File: src/pkg/pq_pkg.sv
// constants and register map of the line power-quality monitor
package pq_pkg;
  // register indices; byte address is four times the index
  localparam logic [7:0] IDX_RESULT    = 8'h0a;
  localparam logic [7:0] IDX_MODE_ONE  = 8'h0b;
  localparam logic [7:0] IDX_MODE_TWO  = 8'h0c;
  localparam logic [7:0] IDX_ZX_TOUT   = 8'h11;
  localparam logic [7:0] IDX_SAG_CYC   = 8'h13;
  localparam logic [7:0] IDX_SAG_LVL   = 8'h14;
  localparam logic [7:0] IDX_IPK_LVL   = 8'h15;
  localparam logic [7:0] IDX_VPK_LVL   = 8'h16;
  localparam logic [7:0] IDX_MIRQ_EN   = 8'hdb;
  localparam logic [7:0] IDX_MIRQ_ST   = 8'hde;
  localparam logic [7:0] IDX_PSM_EN    = 8'hec;
  localparam logic [7:0] IDX_PSM_FLAGS = 8'hf8;
  localparam int         ADDR_W        = 10;
  // field positions
  localparam int BIT_INTEG     = 5;  // mode one: integrator enable
  localparam int BIT_PF_BYPASS = 4;  // mode one: prefilter bypass
  localparam int BIT_PERIOD_FREQUENCY_SELECT   = 1;  // mode two: 1 = frequency
  localparam int BIT_ROUTE_P05 = 6;  // mode two: zero cross on port0 bit5
  localparam int BIT_ROUTE_P12 = 7;  // mode two: zero cross on port1 bit2
  localparam int BIT_ZX        = 0;  // status/enable three
  localparam int BIT_TIMEOUT_STATUS_FLAG      = 1;
  localparam int BIT_PKV       = 3;
  localparam int BIT_PKI       = 4;
  localparam int BIT_SAG       = 5;  // power-management flags/enable
  localparam logic [7:0] MIRQ_MASK = 8'h1b;  // implemented status bits
  localparam logic [7:0] PSM_MASK  = 8'h20;
  // reset values
  localparam logic [11:0] ZX_TOUT_RST = 12'hfff;
  localparam logic [7:0]  SAG_CYC_RST = 8'h04;
  // timing
  localparam int          TOUT_DIV   = 160;  // clocks per timeout decrement
  localparam int          PERIOD_DIV = 10;   // clocks per period tick
  localparam int          FREQ_LSB_PER_HZ = 16;  // frequency result lsb is 1/16 hz
  localparam logic [15:0] SAT16      = 16'hffff;
endpackage : pq_pkg

File: src/hw/voltage_prefilter.sv
// single-pole low-pass prefilter for the voltage samples
`timescale 1ns/1ps
`default_nettype none
module voltage_prefilter #(
  parameter int SHIFT = 6  // pole position: y += (x - y) / 2^SHIFT
) (
  // clock and reset
  input  wire logic               clk,
  input  wire logic               reset,
  // sample in
  input  wire logic               in_valid,
  input  wire logic signed [23:0] in_sample,
  // filtered sample out, valid the cycle after in_valid
  output logic signed [23:0]      out_sample
);
  typedef struct packed {
    logic signed [31:0] acc;  // filter state with guard bits
  } pf_s;

  pf_s                st_reg;
  pf_s                st_next;
  logic signed [31:0] diff;  // input minus state, scaled

  // one filter step per valid sample
  always_comb begin
    st_next = st_reg;
    diff    = (32'(in_sample) <<< 8) - st_reg.acc;
    if (in_valid) begin
      st_next.acc = st_reg.acc + (diff >>> SHIFT);
    end
  end

  // state register
  always_ff @(posedge clk or posedge reset) begin
    if (reset) begin
      st_reg <= '0;
    end else begin
      st_reg <= st_next;
    end
  end

  assign out_sample = st_reg.acc[31:8];
endmodule : voltage_prefilter
`default_nettype wire

File: src/hw/line_power_quality_monitor.sv
// line power-quality monitor: zero cross, timeout, period/frequency, sag, peaks, apb registers
`timescale 1ns/1ps
`default_nettype none
module line_power_quality_monitor
  import pq_pkg::*;
#(
  parameter int CLK_HZ    = 4096000,  // measurement clock rate
  parameter int PF_SHIFT  = 6         // prefilter pole
) (
  // clock and reset
  input  wire logic                  clk,
  input  wire logic                  reset,
  // apb slave
  input  wire logic                  psel,
  input  wire logic                  penable,
  input  wire logic                  pwrite,
  input  wire logic [pq_pkg::ADDR_W-1:0] paddr,
  input  wire logic [31:0]           pwdata,
  output logic                       pready,
  output logic                       pslverr,
  output logic [31:0]                prdata,
  // channel samples
  input  wire logic                  v_valid,
  input  wire logic signed [23:0]    v_sample,
  input  wire logic                  i_valid,
  input  wire logic signed [23:0]    i_sample,
  // outputs to the rest of the chip
  output logic                       integrator_enable,
  output logic                       zero_cross,
  output logic                       port0_bit5,
  output logic                       port1_bit2,
  output logic                       meas_irq,
  output logic                       psm_irq
);
  import pq_pkg::*;

  localparam logic [31:0] FREQ_NUM = 32'(FREQ_LSB_PER_HZ * (CLK_HZ / PERIOD_DIV));

  typedef struct packed {
    logic [7:0]         mode_one;
    logic [7:0]         mode_two;
    logic [11:0]        zx_tout;     // programmed timeout
    logic [7:0]         sag_cyc;
    logic [15:0]        sag_lvl;
    logic [15:0]        ipk_lvl;
    logic [15:0]        vpk_lvl;
    logic [7:0]         mirq_en;
    logic [7:0]         mirq_st;
    logic [7:0]         psm_en;
    logic [7:0]         psm_flags;
    logic [15:0]        result;      // period or frequency
    logic signed [23:0] v_raw;       // held raw voltage sample
    logic               chk;         // evaluate zero cross this cycle
    logic               zx_lvl;      // sign of detector input
    logic               zx_primed;   // a first level is known, so edges are real
    logic [7:0]         tdiv;        // timeout prescaler
    logic [11:0]        tcnt;        // timeout down counter
    logic               tdone;       // timeout already reported
    logic [3:0]         pdiv;        // period prescaler
    logic [15:0]        pcnt;        // ticks in current period
    logic [15:0]        cyc_peak;    // prefilter peak this cycle
    logic [7:0]         sag_n;       // low cycles seen
    logic               div_busy;
    logic [5:0]         div_i;
    logic [31:0]        div_n;
    logic [31:0]        div_q;
    logic [16:0]        div_r;
    logic [15:0]        div_d;
    logic               pready;
    logic               pslverr;
    logic [31:0]        prdata;
    logic               meas_irq;
    logic               psm_irq;
    logic               integ;
    logic               p05;
    logic               p12;
  } mon_s;

  mon_s               st_reg;
  mon_s               st_next;
  logic signed [23:0] v_filt;      // prefilter output
  logic signed [23:0] zx_in;       // detector input
  logic [15:0]        sag_mag;     // prefilter magnitude
  logic [15:0]        v_mag;       // raw voltage magnitude
  logic [15:0]        i_mag;       // current top two bytes magnitude
  logic [15:0]        sag_eff;     // effective sag level
  logic               zx_evt;      // rising zero cross this cycle
  logic               acc_wr;      // apb write takes effect
  logic [7:0]         widx;        // register index of access
  logic [16:0]        rem2;        // divider trial remainder
  logic [7:0]         mst_set;     // status bits set by events
  logic               sag_set;

  // prefilter on the voltage channel
  voltage_prefilter #(
    .SHIFT      (PF_SHIFT)
  ) u_prefilter (
    .clk        (clk),
    .reset      (reset),
    .in_valid   (v_valid),
    .in_sample  (v_sample),
    .out_sample (v_filt)
  );

  // magnitude of the upper 16 bits of a sample
  function automatic logic [15:0] mag16(input logic signed [23:0] s);
    logic [15:0] t;
    t = s[23:8];
    return s[23] ? 16'(-t) : t;
  endfunction : mag16

  // datapath helpers
  always_comb begin
    zx_in   = st_reg.mode_one[BIT_PF_BYPASS] ? st_reg.v_raw : v_filt;
    sag_mag = mag16(v_filt);
    v_mag   = mag16(v_sample);
    i_mag   = mag16(i_sample);
    sag_eff = (st_reg.sag_lvl <= 16'h0001) ? 16'h0000 : st_reg.sag_lvl;
    zx_evt  = st_reg.chk && st_reg.zx_primed && !st_reg.zx_lvl && !zx_in[23];
    widx    = 8'(paddr >> 2);
    acc_wr  = psel && penable && st_reg.pready && pwrite && !st_reg.pslverr;
    rem2    = {st_reg.div_r[15:0], st_reg.div_n[31]};
  end

  // next state
  always_comb begin
    st_next = st_reg;
    mst_set = '0;
    sag_set = 1'b0;
    // zero-cross detector, evaluated one cycle after each voltage sample
    st_next.chk = v_valid;
    if (v_valid) begin
      st_next.v_raw = v_sample;
    end
    if (st_reg.chk) begin
      st_next.zx_lvl    = !zx_in[23];
      st_next.zx_primed = 1'b1;  // no false crossing on the first sample after reset
    end
    if (zx_evt) begin
      mst_set[BIT_ZX] = 1'b1;
    end
    // timeout counter
    st_next.tdiv = (st_reg.tdiv == 8'(TOUT_DIV - 1)) ? '0 : st_reg.tdiv + 8'h01;
    if (zx_evt) begin
      st_next.tcnt  = st_reg.zx_tout;
      st_next.tdone = 1'b0;
    end else if (st_reg.tcnt == '0) begin
      if (!st_reg.tdone) begin
        mst_set[BIT_TIMEOUT_STATUS_FLAG] = 1'b1;
        st_next.tdone     = 1'b1;
      end
    end else if (st_reg.tdiv == 8'(TOUT_DIV - 1)) begin
      st_next.tcnt = st_reg.tcnt - 12'h001;
    end
    // period measurement in ticks of clk / 10
    st_next.pdiv = (st_reg.pdiv == 4'(PERIOD_DIV - 1)) ? '0 : st_reg.pdiv + 4'h1;
    if (st_reg.pdiv == 4'(PERIOD_DIV - 1) && st_reg.pcnt != SAT16) begin
      st_next.pcnt = st_reg.pcnt + 16'h0001;
    end
    if (zx_evt) begin
      st_next.pcnt = '0;
      if (st_reg.mode_two[BIT_PERIOD_FREQUENCY_SELECT]) begin
        st_next.div_busy = 1'b1;
        st_next.div_i    = '0;
        st_next.div_n    = FREQ_NUM;
        st_next.div_q    = '0;
        st_next.div_r    = '0;
        st_next.div_d    = st_reg.pcnt;
      end else begin
        st_next.result = st_reg.pcnt;
      end
    end
    // restoring divider: frequency = FREQ_NUM / period ticks
    if (st_reg.div_busy && !zx_evt) begin
      st_next.div_n = {st_reg.div_n[30:0], 1'b0};
      if (rem2 >= {1'b0, st_reg.div_d}) begin
        st_next.div_r = rem2 - {1'b0, st_reg.div_d};
        st_next.div_q = {st_reg.div_q[30:0], 1'b1};
      end else begin
        st_next.div_r = rem2;
        st_next.div_q = {st_reg.div_q[30:0], 1'b0};
      end
      st_next.div_i = st_reg.div_i + 6'h01;
      if (st_reg.div_i == 6'd31) begin
        st_next.div_busy = 1'b0;
        st_next.result   = (st_next.div_q[31:16] != '0) ? SAT16 : st_next.div_q[15:0];
      end
    end
    // sag: track prefilter peak over each line cycle
    if (st_reg.chk && sag_mag > st_reg.cyc_peak) begin
      st_next.cyc_peak = sag_mag;
    end
    if (zx_evt) begin
      st_next.cyc_peak = '0;
      if (st_reg.cyc_peak < sag_eff) begin
        if (st_reg.sag_n != 8'hff) begin
          st_next.sag_n = st_reg.sag_n + 8'h01;
        end
        if (st_reg.sag_n + 8'h01 == st_reg.sag_cyc - 8'h01) begin
          sag_set = 1'b1;
        end
      end else begin
        st_next.sag_n = '0;
      end
    end
    // peak detectors, both channels at once
    if (v_valid && v_mag > st_reg.vpk_lvl) begin
      mst_set[BIT_PKV] = 1'b1;
    end
    if (i_valid && i_mag > st_reg.ipk_lvl) begin
      mst_set[BIT_PKI] = 1'b1;
    end
    // apb: answer one cycle into the access phase
    st_next.pready  = psel && !penable;
    st_next.pslverr = 1'b0;
    if (psel && !penable) begin
      st_next.prdata = '0;
      if (widx == IDX_RESULT) begin
        st_next.prdata[15:0] = st_reg.result;
      end else if (widx == IDX_MODE_ONE) begin
        st_next.prdata[7:0] = st_reg.mode_one;
      end else if (widx == IDX_MODE_TWO) begin
        st_next.prdata[7:0] = st_reg.mode_two;
      end else if (widx == IDX_ZX_TOUT) begin
        st_next.prdata[11:0] = st_reg.zx_tout;
      end else if (widx == IDX_SAG_CYC) begin
        st_next.prdata[7:0] = st_reg.sag_cyc;
      end else if (widx == IDX_SAG_LVL) begin
        st_next.prdata[15:0] = st_reg.sag_lvl;
      end else if (widx == IDX_IPK_LVL) begin
        st_next.prdata[15:0] = st_reg.ipk_lvl;
      end else if (widx == IDX_VPK_LVL) begin
        st_next.prdata[15:0] = st_reg.vpk_lvl;
      end else if (widx == IDX_MIRQ_EN) begin
        st_next.prdata[7:0] = st_reg.mirq_en;
      end else if (widx == IDX_MIRQ_ST) begin
        st_next.prdata[7:0] = st_reg.mirq_st;
      end else if (widx == IDX_PSM_EN) begin
        st_next.prdata[7:0] = st_reg.psm_en;
      end else if (widx == IDX_PSM_FLAGS) begin
        st_next.prdata[7:0] = st_reg.psm_flags;
      end else begin
        st_next.pslverr = 1'b1;  // unmapped index
      end
      if (paddr[1:0] != 2'b00) begin
        st_next.pslverr = 1'b1;
      end
    end
    if (acc_wr) begin
      if (widx == IDX_MODE_ONE) begin
        st_next.mode_one = pwdata[7:0];
      end else if (widx == IDX_MODE_TWO) begin
        st_next.mode_two = pwdata[7:0];
      end else if (widx == IDX_ZX_TOUT) begin
        st_next.zx_tout = pwdata[11:0];
      end else if (widx == IDX_SAG_CYC) begin
        st_next.sag_cyc = pwdata[7:0];
      end else if (widx == IDX_SAG_LVL) begin
        st_next.sag_lvl = pwdata[15:0];
      end else if (widx == IDX_IPK_LVL) begin
        st_next.ipk_lvl = pwdata[15:0];
      end else if (widx == IDX_VPK_LVL) begin
        st_next.vpk_lvl = pwdata[15:0];
      end else if (widx == IDX_MIRQ_EN) begin
        st_next.mirq_en = pwdata[7:0] & MIRQ_MASK;
      end else if (widx == IDX_MIRQ_ST) begin
        st_next.mirq_st = st_reg.mirq_st & ~pwdata[7:0];  // write one to clear
      end else if (widx == IDX_PSM_EN) begin
        st_next.psm_en = pwdata[7:0] & PSM_MASK;
      end else if (widx == IDX_PSM_FLAGS) begin
        st_next.psm_flags = st_reg.psm_flags & ~pwdata[7:0];
      end
    end
    // hardware set wins over a same-cycle clear
    st_next.mirq_st          = st_next.mirq_st | mst_set;
    st_next.psm_flags[BIT_SAG] = st_next.psm_flags[BIT_SAG] | sag_set;
    // registered outputs
    st_next.meas_irq = |(st_reg.mirq_st & st_reg.mirq_en);
    st_next.psm_irq  = |(st_reg.psm_flags & st_reg.psm_en);
    st_next.integ    = st_reg.mode_one[BIT_INTEG];
    st_next.p05      = st_reg.mode_two[BIT_ROUTE_P05] && st_reg.zx_lvl;
    st_next.p12      = st_reg.mode_two[BIT_ROUTE_P12] && st_reg.zx_lvl;
  end

  // state register, power-on defaults
  always_ff @(posedge clk or posedge reset) begin
    if (reset) begin
      st_reg         <= '0;
      st_reg.zx_tout <= ZX_TOUT_RST;
      st_reg.tcnt    <= ZX_TOUT_RST;
      st_reg.sag_cyc <= SAG_CYC_RST;
    end else begin
      st_reg <= st_next;
    end
  end

  assign pready            = st_reg.pready;
  assign pslverr           = st_reg.pslverr;
  assign prdata            = st_reg.prdata;
  assign integrator_enable = st_reg.integ;
  assign zero_cross        = st_reg.zx_lvl;
  assign port0_bit5        = st_reg.p05;
  assign port1_bit2        = st_reg.p12;
  assign meas_irq          = st_reg.meas_irq;
  assign psm_irq           = st_reg.psm_irq;
endmodule : line_power_quality_monitor
`default_nettype wire

File: config.mk
export PLATFORM = sky130hd
export DESIGN_NAME = line_power_quality_monitor
export DESIGN_NICKNAME = d
export VERILOG_FILES = /design/src/pkg/pq_pkg.sv /design/src/hw/voltage_prefilter.sv /design/src/hw/line_power_quality_monitor.sv
export SDC_FILE = /design/constraint.sdc
export NUM_CORES = 1
export LEC_CHECK = 0
export ABC_AREA = 1
export BUFFER_PORTS_ARGS = -buffer_cell sky130_fd_sc_hd__buf_4
export CAP_MARGIN = 40
export CORE_UTILIZATION = 57
export CTS_BUF_LIST = sky130_fd_sc_hd__clkbuf_8 sky130_fd_sc_hd__clkbuf_16
export CTS_CLUSTER_SIZE = 20
export DETAILED_ROUTE_END_ITERATION = 8
export PLACE_DENSITY = 0.88
export SYNTH_ARGS = -nofsm -noshare
export SYNTH_HDL_FRONTEND = slang
export SYNTH_HIERARCHICAL = 1
export SYNTH_SLANG_ARGS = --single-unit
File: constraint.sdc
create_clock -name clk -period 12.25 [get_ports clk]
set_input_delay 3.0625 -clock clk [delete_from_list [all_inputs] [get_ports clk]]
set_output_delay 3.0625 -clock clk [all_outputs]
set_load 0.03 [all_outputs]
==> results_dict.tcl <==
set metrics [dict create \
    status "completed" \
    die_w_um 199 \
    cts_setup_buffers 0 \
    hold_viol 0 \
    numCtsBuffers 38 \
    netlist_instances 2900 \
    antenna_found_initial 0 \
    core_um2 37900 \
    postLayoutCoreUtil_pct 64.2 \
    dr.first_iter.drc_count 2039 \
    ios 137 \
    ant_nets 0 \
    avgSynthCellArea_um2 7.63 \
    overflow 0 \
    setup_viol 0 \
    ir_worst_vdd_uv 328 \
    cts_tree "built" \
    wl_um 59800 \
    post_cts_resized 0 \
    min_period_over_period_pct 47.9 \
    maxSlewViolCount 0 \
    die_area_um2 39600 \
    finalSetupTns_ns 0 \
    fin_ws_ns 6.38 \
    start_kind "input port" \
    worstPathArrival_ns 6.30 \
    clk_pin_slew_ns 0.06 \
    fp.dieH_um 199 \
    drcViolationCount 0 \
    fp-row-count 71 \
    relSlewSlack_pct 25.3 \
    worst_pin_slew_ns 1.12 \
    cp-startpoint "v_sample[6]" \
    worst-setup-path-type "input port to flip-flop" \
    rsz0062_at_grt "false" \
    portBuffers 96 \
    syn_area_um2 22100 \
    hold_path_class "flip-flop to flip-flop" \
    fin_crit_ns 5.87 \
    track_usage_pct 30.6 \
    grt_max_degree 190 \
    place_ws_ns 5.91 \
    synthToLayoutAreaGrowth_pct 9.98 \
    gp_congestion 0.961 \
    clockBufferDepth 3 \
    hold_ws_ns 0.424 \
    drive_gt1_share_pct 11.1 \
    r2r-end "st_reg[155]$_DFFE_PP0P_" \
    dp_hpwl_um 44100 \
    grt_pass1_vias 19905 \
    vias_per_cell 5.81 \
    skew_ns 0.0225 \
    rr_worst_depth 18 \
    max-cap-violations 0 \
    h-tree-depth 2 \
    clkLatencyLatePin_ns 0.54 \
    crit_required_ns 12.68 \
    wl_per_cell_um 17.2 \
    dr.pass1.iters 6 \
    setup.worst_path.end_class "flip-flop" \
    pwr_density_cell_nw_per_um2 227 \
    cts-root-buf "clkbuf_16" \
    finalNetCount 3194 \
    worstPathMaxFanout 5 \
    start_util_pct 58.3 \
    yosysWarnings 6 \
    clkSinkCount 329 \
    reg2reg_slack_ns 8.31 \
    vias 20250 \
    reg2reg_from "u_prefilter/st_reg[16]$_DFFE_PP0P_" \
    cts_hold_buf 0 \
    grt_pass1_wl_um 97000 \
    leakagePower_nw 12.1 \
    n_antenna_cell 0 \
    crit_path_end "u_prefilter/st_reg[31]$_DFFE_PP0P_" \
    largest_reg_flops 255 \
    timing.fmax_mhz 170 \
]
how the worst min path moves through the flow:
stage | end | slack (ns) | cells past startpoint | start
after floorplan | integrator_enable$_DFF_PP0_ | 0.37 | 0 | st_next[2]$_DFFE_PP0P_
after CTS | integrator_enable$_DFF_PP0_ | 0.43 | 0 | st_next[2]$_DFFE_PP0P_
final | integrator_enable$_DFF_PP0_ | 0.42 | 0 | st_next[2]$_DFFE_PP0P_
after global placement | integrator_enable$_DFF_PP0_ | 0.39 | 0 | st_next[2]$_DFFE_PP0P_
after global routing | integrator_enable$_DFF_PP0_ | 0.45 | 0 | st_next[2]$_DFFE_PP0P_
after detailed placement | integrator_enable$_DFF_PP0_ | 0.40 | 0 | st_next[2]$_DFFE_PP0P_
routing by layer:
metal / vias up / global-route usage (%) / routed length, um
met2: 869 / 51.6 / 28500
li1: 9563 / - / -
met5: - / 0 / 0
met1: 9634 / 38.7 / 24400
met3: 184 / 4.44 / 4260
met4: 0 / 14.4 / 2680
power breakdown:
part	internal [mW]	leakage, nW	total, mW	switching [mW]
sequential	1.21	4.28	1.34	0.128
combinational	1.02	7.15	2.93	1.91
clock	0.775	0.705	1.26	0.485
per-stage QoR:
stage / total power, mW / instances / cell area (um^2)
final: 5.53 / 3487 / 24300
after global routing: 5.93 / 3487 / 24300
after CTS: 5.47 / 3487 / 24300
after detailed placement: 4.19 / 3417 / 22900
after global placement: 4.08 / 3416 / 22900
after floorplan: 3.56 / 2915 / 22200
worst max-delay path: stages:
cell      delay, ns
buf_4          0.12
ha_1           0.32
inv_1          0.11
o21bai_1       0.14
a21oi_1        0.17
nand3_2        0.18
a21oi_2        0.24
o21ai_2        0.09
nand2_1        0.11
nand2_1        0.06
nand2_1        0.06
nand2_1        0.08
ha_1           0.35
nand2_1        0.19
inv_2          0.04
nand2_1        0.05
and2_1         0.17
nand2_1        0.07
nand2_1        0.05
nand2_1        0.04
a21oi_1        0.22
inv_1          0.09
nand2_2        0.10
nand3_2        0.06
nand2_1        0.07
nand2_1        0.06
cells in the final DEF, fill, tap and decap left out, types with 30 or more instances in the layout:
master       n
nand2_1    619
inv_1      431
dfrtp_1    304
nor2_1     204
o21ai_0    196
ha_1       149
a21oi_1    138
nand3_1    127
buf_4       99
xor2_1      74
o22ai_1     62
nor3_1      54
o21ai_1     50
nand4_1     46
clkbuf_16   39
xnor2_1     38
o211ai_1    35
inv_2       30
final cells by class:
type | instances | area [um^2]
timing repair buffer | 100 | 763
sequential | 329 | 8260
tap | 511 | 639
inverter | 460 | 1730
fill | 3090 | 13600
clock inverter | 21 | 288
clock buffer | 49 | 1110
multi-input combinational | 2017 | 11500
No activity file was read; power rests on OpenSTA's default activity.
